## config.mk

```make
export PLATFORM = sky130hd
export DESIGN_NAME = csb_exec
export DESIGN_NICKNAME = d
export VERILOG_FILES = /design/src/rtl/csb_pkg.sv /design/src/rtl/csb_exec.sv
export SDC_FILE = /design/constraint.sdc
export NUM_CORES = 1
export LEC_CHECK = 0
export BUFFER_PORTS_ARGS = -buffer_cell sky130_fd_sc_hd__buf_2
export CAP_MARGIN = 25
export CORE_ASPECT_RATIO = 1.25
export CORE_UTILIZATION = 41
export DETAILED_ROUTE_END_ITERATION = 12
export PLACE_DENSITY = 0.67
export SKIP_LAST_GASP = 1
export SYNTH_ARGS = -nofsm -noshare
export SYNTH_HDL_FRONTEND = slang
export SYNTH_SLANG_ARGS = --single-unit
```

## constraint.sdc

```tcl
create_clock -name mclk_i -period 4.8 [get_ports mclk_i]
set_clock_uncertainty 0.05 [all_clocks]
set_input_delay 1.2 -clock mclk_i [delete_from_list [all_inputs] [get_ports mclk_i]]
set_output_delay 1.2 -clock mclk_i [all_outputs]
set_load 0.03 [all_outputs]
```

## src/rtl/csb_pkg.sv

```systemverilog
// ****************************************************************
// constants and types
// ****************************************************************
package csb_pkg;

   localparam int CSB_PC_W = 16;
   localparam logic [15:0] CSB_PC_RST = 16'h0000;
   localparam logic [7:0] CSB_STATUS_REGISTER_RST = 8'h00;
   localparam logic [7:0] CSB_REG_RST = 8'h00;
   localparam int CSB_NUM_REGS = 32;

   // status register bit positions
   localparam int CSB_FLAG_C = 0;
   localparam int CSB_FLAG_Z = 1;
   localparam int CSB_FLAG_N = 2;
   localparam int CSB_FLAG_V = 3;
   localparam int CSB_FLAG_S = 4;
   localparam int CSB_FLAG_H = 5;
   localparam int CSB_FLAG_T = 6;
   localparam int CSB_FLAG_I = 7;

   // first pointer pair, low and high byte
   localparam logic [4:0] CSB_PTR_LO = 5'h1a;
   localparam logic [4:0] CSB_PTR_HI = 5'h1b;

   // cycle counts
   localparam logic [1:0] CSB_CYC_ONE = 2'h1;
   localparam logic [1:0] CSB_CYC_BR_TAKEN = 2'h2;
   localparam logic [1:0] CSB_CYC_SKIP_ONE = 2'h2;
   localparam logic [1:0] CSB_CYC_SKIP_TWO = 2'h3;
   localparam logic [1:0] CSB_CYC_LOAD = 2'h2;

   // program counter and pointer steps
   localparam logic [15:0] CSB_PC_STEP = 16'h0001;
   localparam logic [15:0] CSB_PC_SKIP_ONE = 16'h0002;
   localparam logic [15:0] CSB_PC_SKIP_TWO = 16'h0003;
   localparam logic [15:0] CSB_PTR_STEP = 16'h0001;

   typedef enum logic [5:0] {
      compare_skip_equal = 6'h00,
      compare_regs = 6'h01,
      compare_regs_with_borrow = 6'h02,
      compare_immediate = 6'h03,
      skip_reg_bit_clear = 6'h04,
      skip_reg_bit_set = 6'h05,
      skip_io_bit_clear = 6'h06,
      skip_io_bit_set = 6'h07,
      branch_flag_set = 6'h08,
      branch_flag_clear = 6'h09,
      branch_equal = 6'h0a,
      branch_not_equal = 6'h0b,
      branch_carry_set = 6'h0c,
      branch_carry_clear = 6'h0d,
      branch_same_or_higher = 6'h0e,
      branch_lower = 6'h0f,
      branch_minus = 6'h10,
      branch_plus = 6'h11,
      branch_signed_ge = 6'h12,
      branch_signed_less = 6'h13,
      branch_halfcarry_set = 6'h14,
      branch_halfcarry_clear = 6'h15,
      branch_bitstore_set = 6'h16,
      branch_bitstore_clear = 6'h17,
      branch_overflow_set = 6'h18,
      branch_overflow_clear = 6'h19,
      branch_irq_enabled = 6'h1a,
      branch_irq_disabled = 6'h1b,
      load_indirect = 6'h1c,
      load_indirect_post_inc = 6'h1d
   } csb_op_e;

   typedef enum logic [2:0] {
      ST_IDLE = 3'b001,
      ST_BUSY = 3'b010,
      ST_LOAD = 3'b100
   } csb_state_e;

   typedef struct packed {
      csb_op_e op;
      logic [4:0] rd;
      logic [4:0] rr;
      logic [7:0] imm;
      logic [2:0] bit_sel;
      logic [7:0] io_val;
      logic [6:0] offset;
      logic next_two_word;
   } csb_req_s;

   typedef struct packed {
      logic done;
      logic branched;
      logic skipped;
      logic [1:0] cycles;
   } csb_res_s;

endpackage : csb_pkg

```

## src/rtl/csb_exec.sv

```systemverilog
// Function
// (RULE_01) equal compare skips next instruction, 1-3 cycles
// (RULE_02) compares set Z N V C H, no writeback
// (RULE_03) register bit test skips on clear/set
// (RULE_04) io bit test skips on clear/set
// (RULE_05) generic flag branch to pc+k+1
// (RULE_06) zero flag selects equality branches
// (RULE_07) carry flag selects carry branches
// (RULE_08) negative flag selects sign branches
// (RULE_09) n xor v selects signed branches
// (RULE_10) half-carry flag selects half-carry branches
// (RULE_11) bit-copy flag selects transfer-bit branches
// (RULE_12) overflow flag selects overflow branches
// (RULE_13) interrupt enable selects interrupt branches
// (RULE_14) pointer load two cycles, optional post-increment
// (RULE_15) branch false one cycle, true two
// (RULE_16) skip costs 1, 2 or 3 cycles
// (RULE_17) offset is signed word count
`timescale 1ns/1ps
`default_nettype none
module csb_exec
   import csb_pkg::*;
(
   input wire logic mclk_i,
   input wire logic arst_n_i,
   input wire logic req_valid_i,
   input wire csb_req_s req_i,
   output logic req_ready_o,
   input wire logic reg_wr_en_i,
   input wire logic [4:0] reg_wr_addr_i,
   input wire logic [7:0] reg_wr_data_i,
   input wire logic [4:0] reg_rd_addr_i,
   output logic [7:0] reg_rd_data_o,
   input wire logic status_register_wr_en_i,
   input wire logic [7:0] status_register_wr_data_i,
   output logic [7:0] status_o,
   output logic [15:0] pc_o,
   output logic mem_rd_o,
   output logic [15:0] mem_addr_o,
   input wire logic [7:0] mem_rdata_i,
   output csb_res_s res_o
);

   // ****************************************************************
   // state
   // ****************************************************************
   logic [7:0] regs_reg [CSB_NUM_REGS];
   logic [7:0] status_register_reg;
   logic [15:0] pc_reg;
   csb_state_e state_reg;
   csb_state_e state_next;
   logic [1:0] cnt_reg;
   logic ready_reg;
   logic mem_rd_reg;
   logic [15:0] mem_addr_reg;
   logic [4:0] ld_rd_reg;
   logic ld_inc_reg;
   csb_res_s res_reg;
   logic [7:0] rd_data_reg;

   // ****************************************************************
   // operand and condition evaluation
   // ****************************************************************
   logic accept;
   logic [7:0] op_a;
   logic [7:0] op_b;
   logic [7:0] op_r;
   logic cin;
   logic [8:0] diff;
   logic [4:0] half;
   logic is_cmp;
   logic is_branch;
   logic is_skip;
   logic is_load;
   logic cond;
   logic [1:0] cyc;
   logic [15:0] pc_new;
   logic [15:0] offset_ext;
   logic [15:0] ptr;

   assign accept = req_valid_i & ready_reg & (state_reg == ST_IDLE);
   assign op_a = regs_reg[req_i.rd];
   assign op_r = regs_reg[req_i.rr];
   assign op_b = (req_i.op == compare_immediate) ? req_i.imm : op_r;
   assign cin = (req_i.op == compare_regs_with_borrow) ? status_register_reg[CSB_FLAG_C] : 1'b0;
   assign diff = {1'b0, op_a} - {1'b0, op_b} - {8'h00, cin};
   assign half = {1'b0, op_a[3:0]} - {1'b0, op_b[3:0]} - {4'h0, cin};
   assign offset_ext = {{9{req_i.offset[6]}}, req_i.offset}; // RULE_17
   assign ptr = {regs_reg[CSB_PTR_HI], regs_reg[CSB_PTR_LO]};

   always_comb begin
      is_cmp = 1'b0;
      is_branch = 1'b0;
      is_skip = 1'b0;
      is_load = 1'b0;
      cond = 1'b0;
      case (req_i.op)
         compare_skip_equal: begin
            is_skip = 1'b1;
            cond = (op_a == op_r); // RULE_01
         end
         compare_regs, compare_regs_with_borrow, compare_immediate: begin
            is_cmp = 1'b1; // RULE_02
         end
         skip_reg_bit_clear: begin
            is_skip = 1'b1;
            cond = ~op_r[req_i.bit_sel]; // RULE_03
         end
         skip_reg_bit_set: begin
            is_skip = 1'b1;
            cond = op_r[req_i.bit_sel]; // RULE_03
         end
         skip_io_bit_clear: begin
            is_skip = 1'b1;
            cond = ~req_i.io_val[req_i.bit_sel]; // RULE_04
         end
         skip_io_bit_set: begin
            is_skip = 1'b1;
            cond = req_i.io_val[req_i.bit_sel]; // RULE_04
         end
         branch_flag_set: begin
            is_branch = 1'b1;
            cond = status_register_reg[req_i.bit_sel]; // RULE_05
         end
         branch_flag_clear: begin
            is_branch = 1'b1;
            cond = ~status_register_reg[req_i.bit_sel]; // RULE_05
         end
         branch_equal: begin
            is_branch = 1'b1;
            cond = status_register_reg[CSB_FLAG_Z]; // RULE_06
         end
         branch_not_equal: begin
            is_branch = 1'b1;
            cond = ~status_register_reg[CSB_FLAG_Z]; // RULE_06
         end
         branch_carry_set, branch_lower: begin
            is_branch = 1'b1;
            cond = status_register_reg[CSB_FLAG_C]; // RULE_07
         end
         branch_carry_clear, branch_same_or_higher: begin
            is_branch = 1'b1;
            cond = ~status_register_reg[CSB_FLAG_C]; // RULE_07
         end
         branch_minus: begin
            is_branch = 1'b1;
            cond = status_register_reg[CSB_FLAG_N]; // RULE_08
         end
         branch_plus: begin
            is_branch = 1'b1;
            cond = ~status_register_reg[CSB_FLAG_N]; // RULE_08
         end
         branch_signed_ge: begin
            is_branch = 1'b1;
            cond = ~(status_register_reg[CSB_FLAG_N] ^ status_register_reg[CSB_FLAG_V]); // RULE_09
         end
         branch_signed_less: begin
            is_branch = 1'b1;
            cond = status_register_reg[CSB_FLAG_N] ^ status_register_reg[CSB_FLAG_V]; // RULE_09
         end
         branch_halfcarry_set: begin
            is_branch = 1'b1;
            cond = status_register_reg[CSB_FLAG_H]; // RULE_10
         end
         branch_halfcarry_clear: begin
            is_branch = 1'b1;
            cond = ~status_register_reg[CSB_FLAG_H]; // RULE_10
         end
         branch_bitstore_set: begin
            is_branch = 1'b1;
            cond = status_register_reg[CSB_FLAG_T]; // RULE_11
         end
         branch_bitstore_clear: begin
            is_branch = 1'b1;
            cond = ~status_register_reg[CSB_FLAG_T]; // RULE_11
         end
         branch_overflow_set: begin
            is_branch = 1'b1;
            cond = status_register_reg[CSB_FLAG_V]; // RULE_12
         end
         branch_overflow_clear: begin
            is_branch = 1'b1;
            cond = ~status_register_reg[CSB_FLAG_V]; // RULE_12
         end
         branch_irq_enabled: begin
            is_branch = 1'b1;
            cond = status_register_reg[CSB_FLAG_I]; // RULE_13
         end
         branch_irq_disabled: begin
            is_branch = 1'b1;
            cond = ~status_register_reg[CSB_FLAG_I]; // RULE_13
         end
         load_indirect, load_indirect_post_inc: begin
            is_load = 1'b1;
         end
         default: begin
            cond = 1'b0;
         end
      endcase
   end

   always_comb begin
      pc_new = pc_reg + CSB_PC_STEP;
      cyc = CSB_CYC_ONE;
      if (is_branch && cond) begin
         pc_new = pc_reg + CSB_PC_STEP + offset_ext; // RULE_05
         cyc = CSB_CYC_BR_TAKEN; // RULE_15
      end else if (is_skip && cond) begin
         pc_new = pc_reg + (req_i.next_two_word ? CSB_PC_SKIP_TWO : CSB_PC_SKIP_ONE); // RULE_16
         cyc = req_i.next_two_word ? CSB_CYC_SKIP_TWO : CSB_CYC_SKIP_ONE; // RULE_16
      end else if (is_load) begin
         cyc = CSB_CYC_LOAD; // RULE_14
      end
   end

   // ****************************************************************
   // sequencer
   // ****************************************************************
   always_comb begin
      state_next = state_reg;
      case (state_reg)
         ST_IDLE: begin
            if (accept && is_load) begin
               state_next = ST_LOAD;
            end else if (accept && (cyc != CSB_CYC_ONE)) begin
               state_next = ST_BUSY;
            end
         end
         ST_BUSY: begin
            if (cnt_reg == CSB_CYC_ONE) begin
               state_next = ST_IDLE;
            end
         end
         ST_LOAD: begin
            state_next = ST_IDLE;
         end
         default: begin
            state_next = ST_IDLE;
         end
      endcase
   end

   always_ff @(posedge mclk_i or negedge arst_n_i) begin
      if (!arst_n_i) begin
         state_reg <= ST_IDLE;
         ready_reg <= 1'b0;
         cnt_reg <= 2'h0;
      end else begin
         state_reg <= state_next;
         ready_reg <= (state_next == ST_IDLE);
         if (accept) begin
            cnt_reg <= cyc - CSB_CYC_ONE; // RULE_15
         end else if (state_reg == ST_BUSY) begin
            cnt_reg <= cnt_reg - CSB_CYC_ONE;
         end
      end
   end

   always_ff @(posedge mclk_i or negedge arst_n_i) begin
      if (!arst_n_i) begin
         res_reg <= '0;
      end else begin
         res_reg.done <= (accept && (cyc == CSB_CYC_ONE)) || (state_reg == ST_LOAD)
                         || ((state_reg == ST_BUSY) && (cnt_reg == CSB_CYC_ONE));
         if (accept) begin
            res_reg.branched <= is_branch & cond;
            res_reg.skipped <= is_skip & cond;
            res_reg.cycles <= cyc;
         end
      end
   end

   always_ff @(posedge mclk_i or negedge arst_n_i) begin
      if (!arst_n_i) begin
         pc_reg <= CSB_PC_RST;
      end else if (accept) begin
         pc_reg <= pc_new;
      end
   end

   // ****************************************************************
   // status register
   // ****************************************************************
   // the s flag is left alone, compares only touch z n v c h
   always_ff @(posedge mclk_i or negedge arst_n_i) begin
      if (!arst_n_i) begin
         status_register_reg <= CSB_STATUS_REGISTER_RST;
      end else if (accept && is_cmp) begin
         status_register_reg[CSB_FLAG_C] <= diff[8]; // RULE_02
         status_register_reg[CSB_FLAG_H] <= half[4]; // RULE_02
         status_register_reg[CSB_FLAG_N] <= diff[7]; // RULE_02
         status_register_reg[CSB_FLAG_V] <= (op_a[7] & ~op_b[7] & ~diff[7]) | (~op_a[7] & op_b[7] & diff[7]); // RULE_02
         // with borrow, zero is only kept so multi-byte compares chain
         if (req_i.op == compare_regs_with_borrow) begin
            status_register_reg[CSB_FLAG_Z] <= status_register_reg[CSB_FLAG_Z] & (diff[7:0] == 8'h00); // RULE_02
         end else begin
            status_register_reg[CSB_FLAG_Z] <= (diff[7:0] == 8'h00); // RULE_02
         end
      end else if (status_register_wr_en_i) begin
         status_register_reg <= status_register_wr_data_i;
      end
   end

   // ****************************************************************
   // indirect load
   // ****************************************************************
   always_ff @(posedge mclk_i or negedge arst_n_i) begin
      if (!arst_n_i) begin
         mem_rd_reg <= 1'b0;
         mem_addr_reg <= 16'h0000;
         ld_rd_reg <= 5'h00;
         ld_inc_reg <= 1'b0;
      end else begin
         mem_rd_reg <= accept & is_load; // RULE_14
         if (accept && is_load) begin
            mem_addr_reg <= ptr;
            ld_rd_reg <= req_i.rd;
            ld_inc_reg <= (req_i.op == load_indirect_post_inc);
         end
      end
   end

   // ****************************************************************
   // register file
   // ****************************************************************
   // the load writeback wins over the external write port; a post
   // increment wins over loading into the pointer itself
   always_ff @(posedge mclk_i or negedge arst_n_i) begin
      if (!arst_n_i) begin
         for (int i = 0; i < CSB_NUM_REGS; i++) begin
            regs_reg[i] <= CSB_REG_RST;
         end
      end else if (state_reg == ST_LOAD) begin
         regs_reg[ld_rd_reg] <= mem_rdata_i; // RULE_14
         if (ld_inc_reg) begin
            {regs_reg[CSB_PTR_HI], regs_reg[CSB_PTR_LO]} <= mem_addr_reg + CSB_PTR_STEP; // RULE_14
         end
      end else if (reg_wr_en_i) begin
         regs_reg[reg_wr_addr_i] <= reg_wr_data_i;
      end
   end

   always_ff @(posedge mclk_i or negedge arst_n_i) begin
      if (!arst_n_i) begin
         rd_data_reg <= 8'h00;
      end else begin
         rd_data_reg <= regs_reg[reg_rd_addr_i];
      end
   end

   assign req_ready_o = ready_reg;
   assign reg_rd_data_o = rd_data_reg;
   assign status_o = status_register_reg;
   assign pc_o = pc_reg;
   assign mem_rd_o = mem_rd_reg;
   assign mem_addr_o = mem_addr_reg;
   assign res_o = res_reg;

endmodule : csb_exec
`default_nettype wire

```

==> Flow_metrics.wiki <==
{| class="wikitable"
! Metric !! Value
|-
| Status || complete, no violations
|-
| Post-synthesis register bit count || around 320
|-
| Number of endpoints failing setup at the final stage || 0
|-
| Top Ports || around 140
|-
| Count of warnings emitted by yosys || 0
|-
| Die Ht || between 200 and 300 um
|-
| Max FO, Critical Path || 4
|-
| Drt drc || 0
|-
| Worst Setup Path Type || in2reg
|-
| Port-buffer cells || between 100 and 150
|-
| Via count of the first global-routing pass || between 20000 and 25000
|-
| Post-layout util || 0.490
|-
| Sum of negative setup slack || 0 ns
|-
| H-tree Lvls || 2
|-
| RSZ-0062 raised after global routing || true
|-
| Final worst path period share || 0.989
|-
| Max reg flops || 240
|-
| Reg-to-reg setup timing slack || between 0.5 and 0.6 ns
|-
| Die footprint || 58000 sq um
|-
| Placed wire-length estimate after detailed placement || 76600 um
|-
| Number of DRC markers after the initial detailed-route iteration || 3245
|-
| Total iterations of the first detailed-routing run || 8
|-
| Area growth, synth to finish || 17.8%
|-
| Maximum buffer depth of the clock tree || 3
|-
| Ys flop type || dfrtp_1
|-
| Num CTS Buffers || 38
|-
| Final worst slack || between 0.05 and 0.06 ns
|-
| Global-route wire length before repair || between 100000 and 150000 um
|-
| Leakage power figure || approximately 11 nW
|-
| WP data arrival || between 5 and 6 ns
|-
| Worst setup EP type || flop
|-
| Slew at the pin closest to its max-slew limit || roughly 1.0 ns
|-
| Antenna violations before repair || 2
|-
| Post-synthesis cell area || 23400 sq um
|-
| Overall Global Routing Usage || 0.346
|-
| Post-DRT Antenna Nets || 0
|-
| Buffer cell driving the clock tree root || clkbuf_16
|-
| Combined area of the multi-input logic cells || 14400 sq um
|-
| Die outline width || 216 um
|-
| Total number of placement rows || 97
|-
| Worst min-delay path class || reg2reg
|-
| Unique cell type count in the Yosys netlist || 66
|-
| Layout cells sized above 1 || 0.256
|-
| Proportion of synthesized chip area in sequential cells || 0.345
|-
| Max-cap violation count || 0
|-
| Clock slew seen by the registers of the worst setup and hold paths || 0.06 ns
|-
| Peak Freq || 211 MHz
|-
| Initial Util || 0.416
|-
| Final Max Tran Viols || 0
|-
| Post-synth ARST share || 1.00
|-
| Period minus WS final || around 4.7 ns
|-
| Post-Synthesis Cells || between 2000 and 2500
|-
| Area of all sequential standard cells || about 8100 sq um
|-
| Fill cell count || just over 5000
|-
| Count of final hold-check violations || 0
|-
| Number of nets produced by synthesis || about 2400
|-
| Power per standard cell area || ~440 nW/um^2
|-
| Final std cell area, no fill || about 28000 sq um
|-
| Synth Area per Inst || approximately 10 sq um
|-
| Hold slack || between 0.4 and 0.5 ns
|-
| Vias post-DR || 22734
|-
| Vias per std cell || approximately 7.1
|-
| Drt total wl || a little over 100000 um
|-
| Pre-CTS setup slack || -0.571 ns
|-
| Pin count of the biggest net entering global routing || between 90 and 100
|-
| Insertion delay to the later sink of the worst-skew pair || about 0.58 ns
|-
| Kind of launch point of the worst setup path || primary input
|-
| Number of sinks handled by clock tree synthesis || approximately 320
|-
| TritonCTS clock tree || built
|-
| Routability congestion estimate || 1.06
|-
| Count of flip-flops with a built-in enable after synthesis || 0
|-
| Final layout net count || between 2000 and 3000
|-
| Maximum ir drop on the vdd rail || about 0.00038 V
|-
| Placeable core region || 56200 sq um
|-
| Worst-case headroom to the max-slew limit || 0.324
|-
| GRT Residual Overflow || 0
|-
| Placed inst area || between 20000 and 30000 sq um
|-
| Detailed-route wire length per cell || roughly 32 um
|-
| Worst path required time || 5.20 ns
|}
-- cell families after synthesis --
logic type | Yosys count | share of synthesized area
compound gates | 750 | 0.248
simple gates | 487 | 0.0986
mux | 326 | 0.222
flops | 322 | 0.345
buf+inv | 247 | 0.0426
xor+xnor | 63 | 0.0236
fa+ha+maj | 37 | 0.0208
-- metal layers --
metal,wire (um),vias to the layer above,global-route usage
met5,0,-,0
met4,7740,0,0.235
met3,9540,420,0.0637
met2,48400,1631,0.582
met1,35500,11389,0.404
li1,-,9294,-
-- through the flow --
step	total power [W]	std cells
after detailed placement	0.00873	3140
after CTS	0.0120	3207
after floorplan	0.00692	2232
after global placement	0.00861	3140
after global routing	0.0125	3208
final	0.0121	3210
-- timing repair --
item | in CTS | in global routing
hold buffers | 0 | 0
buffers inserted | 0 | 1
setup endpoints to repair | 1 | 15
pin swaps | 0 | 3
gates resized for setup | 1 | 9
-- cells in the mapped netlist (4+ instances only) --
cell / number / area (sq um)
dfrtp_1: 321 / 8030
o21a_1: 246 / 1850
o221ai_1: 245 / 2150
nand2_1: 214 / 803
clkbuf_1: 165 / 619
mux2i_1: 151 / 1510
mux4_2: 147 / 3310
nand3_1: 87 / 435
a22oi_1: 77 / 578
nor2_1: 55 / 206
a21oi_1: 45 / 225
ha_1: 34 / 425
xnor2_1: 34 / 298
inv_1: 33 / 124
o22ai_1: 31 / 194
xor2_1: 29 / 254
o21ai_0: 27 / 135
mux2_2: 24 / 270
and3_1: 20 / 125
buf_1: 20 / 75.1
buf_2: 20 / 100
nor2b_1: 19 / 119
nor3_1: 17 / 85.1
a22o_1: 15 / 131
nand4_1: 13 / 81.3
nand2b_1: 10 / 62.6
a221oi_1: 9 / 78.8
a31oi_1: 9 / 56.3
nor3b_1: 9 / 67.6
and3b_1: 7 / 61.3
o211ai_1: 7 / 52.6
or4_1: 7 / 52.6
and2_1: 6 / 37.5
buf_4: 6 / 45.0
nor4_1: 6 / 37.5
o31ai_1: 6 / 45.0
a21o_1: 5 / 37.5
o21bai_1: 5 / 37.5
mux4_1: 4 / 105
or3_1: 4 / 25.0
-- path summary, 6_finish.rpt --
check / startpoint / endpoint / depth (start not counted)
setup / recovery: req_i[28] / status_o[3] / 18
hold / removal: res_o[1] / res_o[1] / 2
setup reg to reg: regs_reg[83] / status_o[3] / 16
hold reg to reg: res_o[1] / res_o[1] / 2
max in group asynchronous: arst_n_i / pc_o[4] / 2
min in group asynchronous: arst_n_i / regs_reg[5] / 1
-- area by class of cell --
| cell class | instances | share of cell area |
|---|---|---|
| inverter | 33 | 0.00450 |
| multi-input combinational | 1663 | 0.522 |
| clock inverter | 13 | 0.00836 |
| antenna | 2 | 0.000182 |
| sequential | 322 | 0.292 |
| tap | 742 | 0.0337 |
| timing repair buffer | 381 | 0.0989 |
| clock buffer | 54 | 0.0404 |
-- cells in the final DEF, fill, tap and decap left out, drive strengths merged, types with 35 or more instances in the layout --
| cell type | count |
|---|---|
| a21oi | 46 |
| buf | 381 |
| nand2 | 214 |
| nand3 | 87 |
| inv | 35 |
| o221ai | 245 |
| nor2 | 56 |
| clkbuf | 54 |
| mux4 | 151 |
| a22oi | 77 |
| o21a | 246 |
| dfrtp | 321 |
| mux2i | 151 |
-- critical path, stage by stage --
cell       delay [ns]
buf_2            0.16
buf_4            0.20
mux4_2           0.52
a22o_1           0.26
a221oi_1         0.26
nand3_1          0.12
buf_4            0.18
mux2_2           0.27
ha_1             0.28
inv_1            0.04
ha_1             0.29
inv_1            0.08
o21bai_1         0.11
a2111oi_1        0.47
nor3_1           0.13
xor2_1           0.27
mux2i_1          0.21
o21ai_0          0.08
-- power by group --
| group | total [W] | internal, W | switching [W] |
|---|---|---|---|
| Clock | 0.00321 | 0.00194 | 0.00127 |
| Combinational | 0.00440 | 0.00213 | 0.00227 |
| Sequential | 0.00446 | 0.00337 | 0.00109 |
(Power assumes the default switching activity.)
